File: src/verilog/axis_switch_regs.vh
// register offsets, field positions and reset values of the axis mode-switch block
`ifndef AXIS_SWITCH_REGS_VH
`define AXIS_SWITCH_REGS_VH

// byte offsets on the register port
`define OFS_CMD          8'h00
`define OFS_AXIS         8'h04
`define OFS_SLOT         8'h08
`define OFS_START_CTRL   8'h0C
`define OFS_X_DIR_TGT    8'h10
`define OFS_Y_DIR_TGT    8'h14
`define OFS_X_STEP_TGT   8'h18
`define OFS_Y_STEP_TGT   8'h1C
`define OFS_STATUS       8'h20
`define OFS_X_POS        8'h24
`define OFS_Y_POS        8'h28
`define OFS_IRQ_STAT     8'h2C
`define OFS_IRQ_MASK     8'h30
`define OFS_RATE         8'h34

// command register: request levels, one action per rising edge
`define CMD_TO_POS_BIT   0
`define CMD_TO_SPEED_BIT 1
`define CMD_DIRECT_BIT   2
`define CMD_INDIRECT_BIT 3
`define CMD_STOP_BIT     4
`define CMD_W            5

// axis and slot operand codes
`define AXIS_X_CODE      16'h0000
`define AXIS_Y_CODE      16'h0001
`define SLOT_BASE_CODE   16'h0000

// start control fields
`define START_SPEED_BIT  0
`define START_REV_BIT    1

// status register fields
`define ST_X_SPEED_BIT   0
`define ST_X_POS_BIT     1
`define ST_X_ERR_BIT     2
`define ST_Y_SPEED_BIT   4
`define ST_Y_POS_BIT     5
`define ST_Y_ERR_BIT     6
`define ST_INSTR_ERR_BIT 8

// interrupt status / mask fields
`define IRQ_INSTR_BIT    0
`define IRQ_X_DONE_BIT   1
`define IRQ_Y_DONE_BIT   2
`define IRQ_X_SW_BIT     3
`define IRQ_Y_SW_BIT     4
`define IRQ_W            5

// reset values
`define CMD_RST          5'h00
`define OPERAND_RST      16'h0000
`define START_CTRL_RST   2'h0
`define TARGET_RST       32'h00000000
`define IRQ_MASK_RST     5'h00
`define RATE_RST         16'h0028
`define POS_ZERO         32'h00000000

`endif

File: src/verilog/axis_motion.v
// one pulse-train axis: speed or position control with mode switching
`timescale 1ns/1ps
`default_nettype none
`include "axis_switch_regs.vh"

module axis_motion (
	input  wire        sys_clk,
	input  wire        reset_n,
	input  wire        startSpeed,
	input  wire        startPos,
	input  wire        switchToPos,
	input  wire        switchToSpeed,
	input  wire        stopAxis,
	input  wire        dirNeg,
	input  wire [31:0] newTarget,
	input  wire [15:0] rateDiv,
	output wire        speedCtrl,
	output wire        posCtrl,
	output reg  [31:0] position_r,
	output reg         pulse_r,
	output reg         dirNeg_r,
	output reg         reached_r
);
	localparam [1:0] MODE_IDLE  = 2'h0;
	localparam [1:0] MODE_SPEED = 2'h1;
	localparam [1:0] MODE_POS   = 2'h2;

	reg [1:0]  mode_r;
	reg [31:0] target_r;
	reg [15:0] divCnt_r;
	wire       tick = (divCnt_r >= rateDiv - 16'h0001);

	assign speedCtrl = (mode_r == MODE_SPEED);
	assign posCtrl   = (mode_r == MODE_POS);

	always @(posedge sys_clk or negedge reset_n) begin
		if (!reset_n) begin
			mode_r     <= MODE_IDLE;
			target_r   <= `TARGET_RST;
			divCnt_r   <= 16'h0000;
			position_r <= `POS_ZERO;
			pulse_r    <= 1'b0;
			dirNeg_r   <= 1'b0;
			reached_r  <= 1'b0;
		end else begin
			pulse_r   <= 1'b0;
			reached_r <= 1'b0;
			divCnt_r  <= (tick || mode_r == MODE_IDLE) ? 16'h0000 : divCnt_r + 16'h0001;
			if (stopAxis) begin
				mode_r <= MODE_IDLE;
			end else if (switchToPos && mode_r == MODE_SPEED) begin
				// position restarts from zero and the target is absolute from there
				position_r <= `POS_ZERO;
				target_r   <= newTarget;
				dirNeg_r   <= newTarget[31];
				mode_r     <= MODE_POS;
			end else if (switchToSpeed && mode_r == MODE_POS) begin
				// position and direction kept: only the control method changes
				mode_r <= MODE_SPEED;
			end else if (startSpeed && mode_r == MODE_IDLE) begin
				dirNeg_r <= dirNeg;
				mode_r   <= MODE_SPEED;
			end else if (startPos && mode_r == MODE_IDLE) begin
				target_r <= newTarget;
				dirNeg_r <= ($signed(newTarget) < $signed(position_r));
				mode_r   <= MODE_POS;
			end else if (tick) begin
				case (mode_r)
				MODE_POS: begin
					if (position_r == target_r) begin
						mode_r    <= MODE_IDLE;
						reached_r <= 1'b1;
					end else begin
						pulse_r    <= 1'b1;
						position_r <= dirNeg_r ? position_r - 32'h00000001 : position_r + 32'h00000001;
					end
				end
				MODE_SPEED: begin
					pulse_r    <= 1'b1;
					position_r <= dirNeg_r ? position_r - 32'h00000001 : position_r + 32'h00000001;
				end
				default: begin
					mode_r <= MODE_IDLE;
				end
				endcase
			end
		end
	end
endmodule // axis_motion

`default_nettype wire

File: src/verilog/axis_control_mode_switch.v
// two-axis control-mode switching with register port, command decode and interrupt
`timescale 1ns/1ps
`default_nettype none
`include "axis_switch_regs.vh"

module axis_control_mode_switch (
	input  wire        sys_clk,
	input  wire        reset_n,
	input  wire [7:0]  regAddr,
	input  wire [31:0] regWrData,
	input  wire        regWrEn,
	input  wire        regRdEn,
	output reg  [31:0] regRdData,
	output wire        xPulse,
	output wire        xDir,
	output wire        yPulse,
	output wire        yDir,
	output wire        xSpeedCtrlFlag,
	output wire        ySpeedCtrlFlag,
	output wire        xPositionCtrlFlag,
	output wire        yPositionCtrlFlag,
	output wire        xAxisErrorFlag,
	output wire        yAxisErrorFlag,
	output wire        instrErrorFlag,
	output wire        irq
);
	// software-written registers and the previous command value
	reg [`CMD_W-1:0]  switchRequest_r;
	reg [`CMD_W-1:0]  switchRequestPrev_r;
	reg [15:0]        axisOperand_r;
	reg [15:0]        slotOperand_r;
	reg [1:0]         startCtrl_r;
	reg [31:0]        directTarget_r [0:1];
	reg [31:0]        stepTarget_r [0:1];
	reg [15:0]        rateDiv_r;
	reg [`IRQ_W-1:0]  irqMask_r;

	// block state
	reg [`IRQ_W-1:0]  irqStat_r;
	reg [`IRQ_W-1:0]  irqStat_nxt;
	reg               instrErr_r;
	reg               instrErr_nxt;
	reg [1:0]         axisErr_r;
	reg [1:0]         axisErr_nxt;
	reg [1:0]         startedDirect_r;
	reg [1:0]         startedDirect_nxt;

	// per-axis command pulses into the motion engines, the chosen target and decode errors
	reg [1:0]         goSwitchToPos;
	reg [1:0]         goSwitchToSpeed;
	reg [1:0]         goStartSpeed;
	reg [1:0]         goStartPos;
	reg [1:0]         goStop;
	reg [31:0]        axisTarget;
	reg               opError;
	reg [1:0]         modeMismatch;

	wire [`CMD_W-1:0] requestRise;
	wire              speedToPositionCmd;
	wire              positionToSpeedCmd;
	wire              directStartCmd;
	wire              indirectStartCmd;
	wire              stopCmd;
	wire              axisValid;
	wire              axisSel;
	wire              slotValid;
	wire [1:0]        speedCtrl;
	wire [1:0]        posCtrl;
	wire [1:0]        reached;
	wire [31:0]       xPosition;
	wire [31:0]       yPosition;
	wire [31:0]       targetX;
	wire [31:0]       targetY;
	wire [1:0]        switchDone;
	wire [`IRQ_W-1:0] irqEvents;
	wire              wrStatus;
	wire              wrIrqStat;
	wire [31:0]       statusWord;

	// each request is a level held in the command register; only its rising edge acts
	assign requestRise        = switchRequest_r & ~switchRequestPrev_r;
	assign speedToPositionCmd = requestRise[`CMD_TO_POS_BIT];
	assign positionToSpeedCmd = requestRise[`CMD_TO_SPEED_BIT];
	assign directStartCmd     = requestRise[`CMD_DIRECT_BIT];
	assign indirectStartCmd   = requestRise[`CMD_INDIRECT_BIT];
	assign stopCmd            = requestRise[`CMD_STOP_BIT];

	// operand check: only codes 0 and 1 name an axis
	assign axisValid = (axisOperand_r == `AXIS_X_CODE) || (axisOperand_r == `AXIS_Y_CODE);
	assign axisSel   = axisOperand_r[0];
	assign slotValid = (slotOperand_r == `SLOT_BASE_CODE);

	assign wrStatus  = regWrEn && (regAddr == `OFS_STATUS);
	assign wrIrqStat = regWrEn && (regAddr == `OFS_IRQ_STAT);

	// command decode
	always @* begin
		goSwitchToPos     = 2'b00;
		goSwitchToSpeed   = 2'b00;
		goStartSpeed      = 2'b00;
		goStartPos        = 2'b00;
		goStop            = 2'b00;
		opError           = 1'b0;
		modeMismatch      = 2'b00;
		startedDirect_nxt = startedDirect_r;
		if (|requestRise) begin
			if (!axisValid || !slotValid) begin
				// a bad operand refuses every command raised in this cycle
				opError = 1'b1;
			end else begin
				if (speedToPositionCmd) begin
					if (speedCtrl[axisSel]) begin
						goSwitchToPos[axisSel] = 1'b1;
					end else begin
						modeMismatch[axisSel] = 1'b1;
					end
				end
				if (positionToSpeedCmd) begin
					if (posCtrl[axisSel]) begin
						goSwitchToSpeed[axisSel] = 1'b1;
					end else begin
						modeMismatch[axisSel] = 1'b1;
					end
				end
				if (directStartCmd) begin
					goStartSpeed[axisSel]      = startCtrl_r[`START_SPEED_BIT];
					goStartPos[axisSel]        = ~startCtrl_r[`START_SPEED_BIT];
					startedDirect_nxt[axisSel] = 1'b1;
				end else if (indirectStartCmd) begin
					goStartSpeed[axisSel]      = startCtrl_r[`START_SPEED_BIT];
					goStartPos[axisSel]        = ~startCtrl_r[`START_SPEED_BIT];
					startedDirect_nxt[axisSel] = 1'b0;
				end
				if (stopCmd) begin
					goStop[axisSel] = 1'b1;
				end
			end
		end
	end

	// target handed to an axis: a fresh start takes the source of its own command,
	// a later switch takes the source of the last start command raised on that axis
	always @* begin
		axisTarget = stepTarget_r[axisSel];
		if (directStartCmd) begin
			axisTarget = directTarget_r[axisSel];
		end else if (indirectStartCmd) begin
			axisTarget = stepTarget_r[axisSel];
		end else if (startedDirect_r[axisSel]) begin
			axisTarget = directTarget_r[axisSel];
		end
	end

	assign targetX = axisSel ? stepTarget_r[0] : axisTarget;
	assign targetY = axisSel ? axisTarget : stepTarget_r[1];

	// error flags and interrupt status: a new event wins over a clear in the same cycle
	always @* begin
		instrErr_nxt = instrErr_r;
		axisErr_nxt  = axisErr_r;
		irqStat_nxt  = irqStat_r;
		if (wrStatus) begin
			if (regWrData[`ST_INSTR_ERR_BIT]) begin
				instrErr_nxt = 1'b0;
			end
			if (regWrData[`ST_X_ERR_BIT]) begin
				axisErr_nxt[0] = 1'b0;
			end
			if (regWrData[`ST_Y_ERR_BIT]) begin
				axisErr_nxt[1] = 1'b0;
			end
		end
		if (wrIrqStat) begin
			irqStat_nxt = irqStat_r & ~regWrData[`IRQ_W-1:0];
		end
		instrErr_nxt = instrErr_nxt | opError;
		axisErr_nxt  = axisErr_nxt | modeMismatch;
		irqStat_nxt  = irqStat_nxt | irqEvents;
	end

	assign switchDone = goSwitchToPos | goSwitchToSpeed;
	assign irqEvents  = {switchDone[1], switchDone[0], reached[1], reached[0], opError};
	assign irq        = |(irqStat_r & irqMask_r);

	// register writes
	always @(posedge sys_clk or negedge reset_n) begin
		if (!reset_n) begin
			switchRequest_r     <= `CMD_RST;
			switchRequestPrev_r <= `CMD_RST;
			axisOperand_r       <= `OPERAND_RST;
			slotOperand_r       <= `OPERAND_RST;
			startCtrl_r         <= `START_CTRL_RST;
			directTarget_r[0]   <= `TARGET_RST;
			directTarget_r[1]   <= `TARGET_RST;
			stepTarget_r[0]     <= `TARGET_RST;
			stepTarget_r[1]     <= `TARGET_RST;
			rateDiv_r           <= `RATE_RST;
			irqMask_r           <= `IRQ_MASK_RST;
		end else begin
			switchRequestPrev_r <= switchRequest_r;
			if (regWrEn) begin
				case (regAddr)
				`OFS_CMD:        switchRequest_r   <= regWrData[`CMD_W-1:0];
				`OFS_AXIS:       axisOperand_r     <= regWrData[15:0];
				`OFS_SLOT:       slotOperand_r     <= regWrData[15:0];
				`OFS_START_CTRL: startCtrl_r       <= regWrData[1:0];
				`OFS_X_DIR_TGT:  directTarget_r[0] <= regWrData;
				`OFS_Y_DIR_TGT:  directTarget_r[1] <= regWrData;
				`OFS_X_STEP_TGT: stepTarget_r[0]   <= regWrData;
				`OFS_Y_STEP_TGT: stepTarget_r[1]   <= regWrData;
				`OFS_IRQ_MASK:   irqMask_r         <= regWrData[`IRQ_W-1:0];
				`OFS_RATE: begin
					// a zero divider would wrap to a 65536-cycle pulse period, so it is held at one
					rateDiv_r <= (regWrData[15:0] == 16'h0000) ? 16'h0001 : regWrData[15:0];
				end
				default: begin
					rateDiv_r <= rateDiv_r;
				end
				endcase
			end
		end
	end

	// sticky flags and the last start source per axis
	always @(posedge sys_clk or negedge reset_n) begin
		if (!reset_n) begin
			instrErr_r      <= 1'b0;
			axisErr_r       <= 2'b00;
			irqStat_r       <= {`IRQ_W{1'b0}};
			startedDirect_r <= 2'b00;
		end else begin
			instrErr_r      <= instrErr_nxt;
			axisErr_r       <= axisErr_nxt;
			irqStat_r       <= irqStat_nxt;
			startedDirect_r <= startedDirect_nxt;
		end
	end

	assign statusWord = {23'h000000, instrErr_r,
		1'b0, axisErr_r[1], posCtrl[1], speedCtrl[1],
		1'b0, axisErr_r[0], posCtrl[0], speedCtrl[0]};

	// read data stand for exactly one cycle after the read strobe
	always @(posedge sys_clk or negedge reset_n) begin
		if (!reset_n) begin
			regRdData <= 32'h00000000;
		end else if (regRdEn) begin
			case (regAddr)
			`OFS_CMD:        regRdData <= {27'h0000000, switchRequest_r};
			`OFS_AXIS:       regRdData <= {16'h0000, axisOperand_r};
			`OFS_SLOT:       regRdData <= {16'h0000, slotOperand_r};
			`OFS_START_CTRL: regRdData <= {30'h00000000, startCtrl_r};
			`OFS_X_DIR_TGT:  regRdData <= directTarget_r[0];
			`OFS_Y_DIR_TGT:  regRdData <= directTarget_r[1];
			`OFS_X_STEP_TGT: regRdData <= stepTarget_r[0];
			`OFS_Y_STEP_TGT: regRdData <= stepTarget_r[1];
			`OFS_STATUS:     regRdData <= statusWord;
			`OFS_X_POS:      regRdData <= xPosition;
			`OFS_Y_POS:      regRdData <= yPosition;
			`OFS_IRQ_STAT:   regRdData <= {27'h0000000, irqStat_r};
			`OFS_IRQ_MASK:   regRdData <= {27'h0000000, irqMask_r};
			`OFS_RATE:       regRdData <= {16'h0000, rateDiv_r};
			default:         regRdData <= 32'h00000000;
			endcase
		end else begin
			regRdData <= 32'h00000000;
		end
	end

	// X axis engine: position cleared on a switch into position control, kept on the way back
	axis_motion xAxis (
		.sys_clk       (sys_clk),
		.reset_n       (reset_n),
		.startSpeed    (goStartSpeed[0]),
		.startPos      (goStartPos[0]),
		.switchToPos   (goSwitchToPos[0]),
		.switchToSpeed (goSwitchToSpeed[0]),
		.stopAxis      (goStop[0]),
		.dirNeg        (startCtrl_r[`START_REV_BIT]),
		.newTarget     (targetX),
		.rateDiv       (rateDiv_r),
		.speedCtrl     (speedCtrl[0]),
		.posCtrl       (posCtrl[0]),
		.position_r    (xPosition),
		.pulse_r       (xPulse),
		.dirNeg_r      (xDir),
		.reached_r     (reached[0])
	);

	// Y axis engine
	axis_motion yAxis (
		.sys_clk       (sys_clk),
		.reset_n       (reset_n),
		.startSpeed    (goStartSpeed[1]),
		.startPos      (goStartPos[1]),
		.switchToPos   (goSwitchToPos[1]),
		.switchToSpeed (goSwitchToSpeed[1]),
		.stopAxis      (goStop[1]),
		.dirNeg        (startCtrl_r[`START_REV_BIT]),
		.newTarget     (targetY),
		.rateDiv       (rateDiv_r),
		.speedCtrl     (speedCtrl[1]),
		.posCtrl       (posCtrl[1]),
		.position_r    (yPosition),
		.pulse_r       (yPulse),
		.dirNeg_r      (yDir),
		.reached_r     (reached[1])
	);

	// status pins mirror the register view
	assign xSpeedCtrlFlag    = speedCtrl[0];
	assign ySpeedCtrlFlag    = speedCtrl[1];
	assign xPositionCtrlFlag = posCtrl[0];
	assign yPositionCtrlFlag = posCtrl[1];
	assign xAxisErrorFlag    = axisErr_r[0];
	assign yAxisErrorFlag    = axisErr_r[1];
	assign instrErrorFlag    = instrErr_r;

endmodule // axis_control_mode_switch

`default_nettype wire

File: config.mk
export PLATFORM = sky130hd
export DESIGN_NAME = axis_control_mode_switch
export DESIGN_NICKNAME = d
export VERILOG_FILES = /design/src/verilog/axis_motion.v /design/src/verilog/axis_control_mode_switch.v
export VERILOG_INCLUDE_DIRS = /design/src /design/src/verilog
export SDC_FILE = /design/constraint.sdc
export NUM_CORES = 1
export LEC_CHECK = 0
export ABC_AREA = 1
export BUFFER_PORTS_ARGS = -buffer_cell sky130_fd_sc_hd__buf_2
export CAP_MARGIN = 20
export CORE_MARGIN = 4
export CORE_UTILIZATION = 30
export CTS_CLUSTER_DIAMETER = 120
export DETAILED_ROUTE_END_ITERATION = 10
export PLACE_DENSITY = 0.5
export REMOVE_ABC_BUFFERS = 1
export SLEW_MARGIN = 40
export SYNTH_ARGS = -nofsm -noshare
export SYNTH_HDL_FRONTEND = slang
export SYNTH_SLANG_ARGS = --single-unit
File: constraint.sdc
create_clock -name sys_clk -period 3.1 [get_ports sys_clk]
set_input_delay 0.31 -clock sys_clk [delete_from_list [all_inputs] [get_ports sys_clk]]
set_output_delay 0.31 -clock sys_clk [all_outputs]
set_load 0.005 [all_outputs]
Yosys cells after proc, flatten, opt, wreduce, memory -nomap -nowiden
Index checks and enable logic that the tools add are counted.
{"block": "word_totals", "register_bits": 405, "output_inout_bits": 44, "elab_cells": 292}
{"block": "classes", "add_sub_neg": 7, "magnitude_cmp": 7, "eq_ne": 32, "n_mux": 141, "n_bitwise": 20, "n_reduce_logical": 55}
{"cell": "$mux 32", "n": 34}
{"cell": "$pmux 32 s14", "n": 1}
{"cell": "$pmux 32 s2", "n": 2}
{"cell": "$mux 2", "n": 44}
{"cell": "$add 32x1->32 const B", "n": 2}
{"cell": "$eq 32x32->1", "n": 2}
{"cell": "$lt 32x32->1", "n": 2}
{"cell": "$sub 32x1->32 const B", "n": 2}
{"cell": "$mux 1", "n": 51}
{"cell": "$eq 8x6->1 const B", "n": 6}
{"cell": "$logic_not 16->1", "n": 3}
{"cell": "$mux 16", "n": 3}
{"cell": "$add 16x1->16 const B", "n": 2}
{"cell": "$eq 8x5->1 const B", "n": 4}
{"cell": "$ge 16x16->1", "n": 2}
{"cell": "$reduce_and 2->1", "n": 10}
{"cell": "$eq 16x1->1 const B", "n": 1}
{"cell": "$eq 8x4->1 const B", "n": 2}
{"cell": "$sub 16x1->16 const B", "n": 1}
{"cell": "$and 5x5->5", "n": 3}
{"cell": "$reduce_and 3->1", "n": 5}
{"cell": "$ne 7x1->1 const B", "n": 2}
{"cell": "$reduce_and 7->1", "n": 2}
{"cell": "$ne 2x1->1 const B", "n": 6}
{"cell": "30 further kinds", "n": 70}

Depth between registers and ports, before layout
{"block": "depth", "word_depth": 15, "depth_mapped": 27}

Modules after synthesis
A second synthesis with hierarchy kept.
{"block": "hier_totals", "cells_unflattened": 3953, "area_unflattened_um2": 27864.2}
{"module": "axis_control_mode_switch", "instances": 1, "cells_per_inst": 1830, "area_per_inst_um2": 12817.3, "seq_area_each_um2": 5883.1}
{"module": "axis_motion (xAxis)", "instances": 1, "cells_per_inst": 1142, "area_per_inst_um2": 7776.2, "seq_area_each_um2": 2127.0}
{"module": "axis_motion (yAxis)", "instances": 1, "cells_per_inst": 981, "area_per_inst_um2": 7270.7, "seq_area_each_um2": 2127.0}

Worst setup path before layout
OpenSTA, ideal clock, no wires.
{"block": "synth_timing", "path_type": "reg2reg", "startpoint": "register axisOperand_r[0]", "endpoint": "register xAxis.dirNeg_r", "setup_ns": 0.120, "arrival_ns": 3.069, "required_ns": 2.980, "setup_slack_ns": -0.089, "stages_incl_launch_ff": 20, "n_path_buf": 4, "synth_period_minus_slack_ns": 3.189, "cell_sequence": "dfrtp_1 -> clkbuf_1 -> clkbuf_1 -> clkbuf_1 -> clkbuf_1 -> a21oi_1 -> o21ai_0 -> nand2_1 -> ha_1 -> nand4_1 -> nor4_1 -> inv_1 -> nor4_1 -> nand2_1 -> nand3_1 -> nand2_1 -> nand2_1 -> nand3_1 -> nand2_1 -> nand2_1"}
{"block": "synth_between", "elab_chain_cells": 13}
{"item": "start: declaration", "line": "axis_control_mode_switch.v:30", "rtl": "reg [15:0] axisOperand_r;"}
{"item": "start signal: assignment", "line": "axis_control_mode_switch.v:190", "rtl": "axisOperand_r <= `OPERAND_RST;"}
{"item": "start signal: assignment", "line": "axis_control_mode_switch.v:204", "rtl": "`OFS_AXIS: axisOperand_r <= regWrData[15:0];"}
{"item": "$not 1->2 (implied by the code)"}
{"item": "$mux 32, on equally long branches (3 in a row)"}
{"item": "$mux 32", "line": "axis_control_mode_switch.v:149", "rtl": "end else if (startedDirect_r[axisSel]) begin"}
{"item": "$mux 32", "line": "axis_control_mode_switch.v:147", "rtl": "end else if (indirectStartCmd) begin"}
{"item": "$mux 32", "line": "axis_control_mode_switch.v:145", "rtl": "if (directStartCmd) begin"}
{"item": "$mux 32 (*)", "line": "axis_control_mode_switch.v:154", "rtl": "assign targetX = axisSel ? stepTarget_r[0] : axisTarget;"}
{"item": "net targetX[31]", "line": "axis_control_mode_switch.v:72", "rtl": "wire [31:0] targetX;"}
{"item": "$lt 32x32->1", "line": "axis_motion.v:65", "rtl": "dirNeg_r <= ($signed(newTarget) < $signed(position_r));"}
{"item": "$mux 1", "line": "axis_motion.v:63", "rtl": "end else if (startPos && mode_r == MODE_IDLE) begin"}
{"item": "$mux 1", "line": "axis_motion.v:60", "rtl": "end else if (startSpeed && mode_r == MODE_IDLE) begin"}
{"item": "$mux 1", "line": "axis_motion.v:57", "rtl": "end else if (switchToSpeed && mode_r == MODE_POS) begin"}
{"item": "$mux 1 (*)", "line": "axis_motion.v:51", "rtl": "end else if (switchToPos && mode_r == MODE_SPEED) begin"}
{"item": "end signal: assignment", "line": "axis_motion.v:55", "rtl": "dirNeg_r <= newTarget[31];"}
{"item": "end signal: assignment", "line": "axis_motion.v:61", "rtl": "dirNeg_r <= dirNeg;"}
{"item": "end signal: assignment", "line": "axis_motion.v:65"}
{"item": "end: declaration", "line": "axis_motion.v:21", "rtl": "output reg dirNeg_r,"}
The timed path passes the listed nets; every way through them passes the cells marked *. The select of a mux whose other input is x is not followed.
A chain may end at the register's enable or synchronous reset.

Worst setup path after layout
{"block": "layout_timing", "startpoint": "register rateDiv_r[4]", "endpoint": "register yAxis.position_r[25]"}
{"block": "layout_between", "elab_chain_cells": 4}
{"item": "start: declaration", "line": "axis_control_mode_switch.v:35", "rtl": "reg [15:0] rateDiv_r;"}
{"item": "start signal: assignment", "line": "axis_control_mode_switch.v:197", "rtl": "rateDiv_r <= `RATE_RST;"}
{"item": "start signal: assignment", "line": "axis_control_mode_switch.v:214", "rtl": "rateDiv_r <= (regWrData[15:0] == 16'h0000) ? 16'h0001 : regWrData[15:0];"}
{"item": "start signal: assignment", "line": "axis_control_mode_switch.v:217", "rtl": "rateDiv_r <= rateDiv_r;"}
{"item": "$sub 16x1->16", "line": "axis_motion.v:31", "rtl": "wire tick = (divCnt_r >= rateDiv - 16'h0001);"}
{"item": "$ge 16x16->1", "line": "axis_motion.v:31"}
{"item": "$reduce_bool 2->1 (no source line)"}
{"item": "$reduce_and 7->1 (no source line)"}
{"item": "end signal: assignment", "line": "axis_motion.v:41", "rtl": "position_r <= `POS_ZERO;"}
{"item": "end signal: assignment", "line": "axis_motion.v:53", "rtl": "position_r <= `POS_ZERO;"}
{"item": "end signal: assignment", "line": "axis_motion.v:75", "rtl": "position_r <= dirNeg_r ? position_r - 32'h00000001 : position_r + 32'h00000001;"}
{"item": "end: declaration", "line": "axis_motion.v:19", "rtl": "output reg [31:0] position_r,"}
Every way passes these cells.

==> reports/results.ini <==
[finish]
finalInstanceArea_um2=32400
fin_util_pct=38.8
syn_to_final_growth_pct=27.9
ff_latch_area_um2=10100
multiInputGateArea_um2=14100
layoutNonFillerInstCount=4869
fillers=8706
drive_gt1_share_pct=19.5
nets=3895

[global_route]
grt_pass1_vias=23500
grt_pass1_wl_um=148000
grt_overflow=0
grt_usage_pct=21.5
grt_max_degree=93
antenna_found_initial=2

[critical_path]
cp-start-kind=flip-flop
path_cells=nor2_2 > nand2_1 > nor2_4 > nand2_2 > nor3_2 > buf_4 > nand2_4 > buf_6 > xor2_2 > buf_4 > ha_4 > nand4_1 > or2_4 > nand4_4 > nand2_4 > nand2_4 > nand2_8 > buf_12 > buf_12 > clkbuf_16 > o21ai_2
critPathMaxStageDelay_ps=390
crit_top_cell=nand2_4
arrival_ps=3760
crit_path_top_delay_cell=dfrtp_1
critical_path_class=reg -> reg
critPathLaunch=rateDiv_r[4]
critPathMaxFanout=6
crit_path_end_kind=flip-flop
r2r_start=rateDiv_r[4]
cp.required_ps=3620

[synth]
post-synth-top-count-cell=nand2_1
synthDistinctLibCells=64
ys.flop_type=dfrtp_1
syn_avg_cell_area_um2=7.52
netlist_area_um2=25400
synth-seq-cells=405
synth_cells=3372
synthTopCellsByCount=nand2_1 (865), o21ai_0 (426), inv_1 (404)
yosysTopAreaCell=dfrtp_1
synth_warnings=0
ys_async_sr_fraction_pct=100
synth_edf_count=0
synthTopCellsByArea=dfrtp_1 (40%), nand2_1 (13%), o21ai_0 (8.4%), ha_1 (7.8%), inv_1 (6.0%)
synth-seq-area-share_pct=40.0
synth_top_area_share_pct=39.8

[cts]
cts_root_buffer=clkbuf_16
clk_path_buf_depth=3
cts_tree=built
clk_pin_slew_ps=60
clock-sinks=405
htreeDepth=2
numCtsBuffers=51
insertion_delay_ps=660

[timing]
worst_pin_slew_ps=812
setup_viol=62
finalCriticalPeriod_ps=3240
relSlewSlack_pct=45.9
setup_tns_ps=-3660
fin_skew_ps=66.5
rsz0062_at_grt=true
slew_violations=0
max_freq_mhz=309
setup_ws_ps=-137
finalCritPeriodShare_pct=104
finalHoldViolCount=0

[route]
drtPass1Iterations=8
vias_per_cell=5.05
ant_nets=0
drtIter0Drc=2225
drc_errors=0
vias=24600
wirelength_um=99800
wire_per_inst_um=20.5

[run]
maxCapViolations=0

[placement]
placed_area_um2=28700
placedCellCount=4706
pre_cts_ws_ps=-195
dp_hpwl_um=72700
globalplace.congestion=0.929
io_buffers=87

[floorplanning]
io-pin-count=88
dieArea_um2=89300
die_w_um=299
start_util_pct=30.3
die-height_um=299
core_area_um2=83700
num_rows=106

[hold_path]
hold_start=regWrData[19]
hold_path.class=in -> reg

[power_and_ir_drop]
ir_drop_mv=0.477
power_leakage_nw=15.3
power_per_cell_area_nw_per_um2=666

[status]
outcome=finished with violations
violations=setup timing

sequential cells by signal (all words and copies together), names as in the netlist, 2 cells and up, named ones only:
register,flops
yAxis.mode_r,2
switchRequestPrev_r,5
irqMask_r,5
xAxis.position_r,32
axisErr_r,2
axisOperand_r,16
xAxis.target_r,32
rateDiv_r,16
xAxis.divCnt_r,16
yAxis.target_r,32
slotOperand_r,16
yAxis.divCnt_r,16
yAxis.position_r,32
stepTarget_r,64
regRdData,32
directTarget_r,64
switchRequest_r,5
irqStat_r,5
startCtrl_r,2
xAxis.mode_r,2
per-stage QoR:
stage                     hold slack (ps)  total power [mW]
after global routing                 53.1              22.8
after global placement                280              13.4
after CTS                            8.20              21.1
after floorplan                      14.4              10.4
final                                18.5              21.6
after detailed placement              279              13.4
cell type report:
type | count | share of cell area [%]
clock buffer | 65 | 4.34
inverter | 410 | 4.75
tap | 1134 | 4.37
clock inverter | 31 | 1.30
multi-input combinational | 2431 | 43.4
sequential | 405 | 31.3
antenna | 2 | 0.0154
timing repair buffer | 391 | 10.6
worst max-delay path: cells and delay by family (launching register included):
| family | cells | cell delay (ps) |
|---|---|---|
| AO/OA/AOI/OAI | 1 | 100 |
| XOR/XNOR | 1 | 140 |
| adder cells (fa/ha/maj) | 1 | 260 |
| buffers and inverters | 6 | 890 |
| flip-flops | 1 | 390 |
| AND/OR/NAND/NOR | 12 | 1310 |
cell usage in the layout, fill, tap and decap left out, types with 13 or more instances in the layout:
master / instances
nand2_1: 811
dfrtp_1: 402
inv_1: 399
o21ai_0: 348
buf_4: 247
nor2_1: 197
a21oi_1: 184
ha_1: 148
buf_2: 86
nand3_1: 72
o21ai_1: 63
clkbuf_16: 60
xnor2_1: 59
o21ai_2: 56
o22ai_1: 43
or2_2: 41
nand4_1: 36
a221oi_1: 35
nor3_1: 32
nand2_2: 31
nor4_1: 30
xor2_1: 24
nand2_4: 22
buf_12: 22
a31oi_1: 21
clkinv_2: 16
a21oi_2: 13
final timing paths:
check | end | slack (ps) | cells after the start
hold / removal | stepTarget_r[19] | 20 | 3
min in group asynchronous | xAxis.position_r[22] | 210 | 2
setup / recovery | yAxis.position_r[25] | -140 | 21
hold reg to reg | switchRequestPrev_r[1] | 460 | 0
setup reg to reg | yAxis.position_r[25] | -140 | 21
max in group asynchronous | axisOperand_r[0] | 1930 | 3
kinds of logic (layout without fill, tap and decap cells):
family	count (synthesis)	after routing	share of synthesized area (%)
flip-flops	405	405	40.0
XOR/XNOR	86	86	3.00
multiplexers	1	1	0.0444
AND/OR/NAND/NOR	1328	1329	21.8
adder cells (fa/ha/maj)	163	163	8.09
AO/OA/AOI/OAI	852	852	18.8
buffers and inverters	537	897	8.28
other	0	2	0
repair_timing:
item / in CTS / in global routing
gates resized for setup: 171 / 144
hold endpoints to repair: 47 / 0
setup buffers: 25 / 15
hold buffers: 5 / 0
pin swaps: 30 / 60
endpoints found under the setup margin: 84 / 88
cloned: 11 / 12
per-layer routing:
metal | track usage (%) | vias to the layer above | share of wire (%)
met1 | 30.6 | 11800 | 46
li1 | - | 11900 | -
met5 | 0 | - | 0
met4 | 5.44 | 0 | 2.5
met2 | 33.9 | 722 | 45
met3 | 3.86 | 148 | 6.4
where the power goes:
part	internal (mW)	total, mW	switching (mW)
Sequential	5.77	6.37	0.601
Clock	3.84	6.49	2.65
Combinational	3.72	8.76	5.04
No activity file was read; power rests on OpenSTA's default activity.
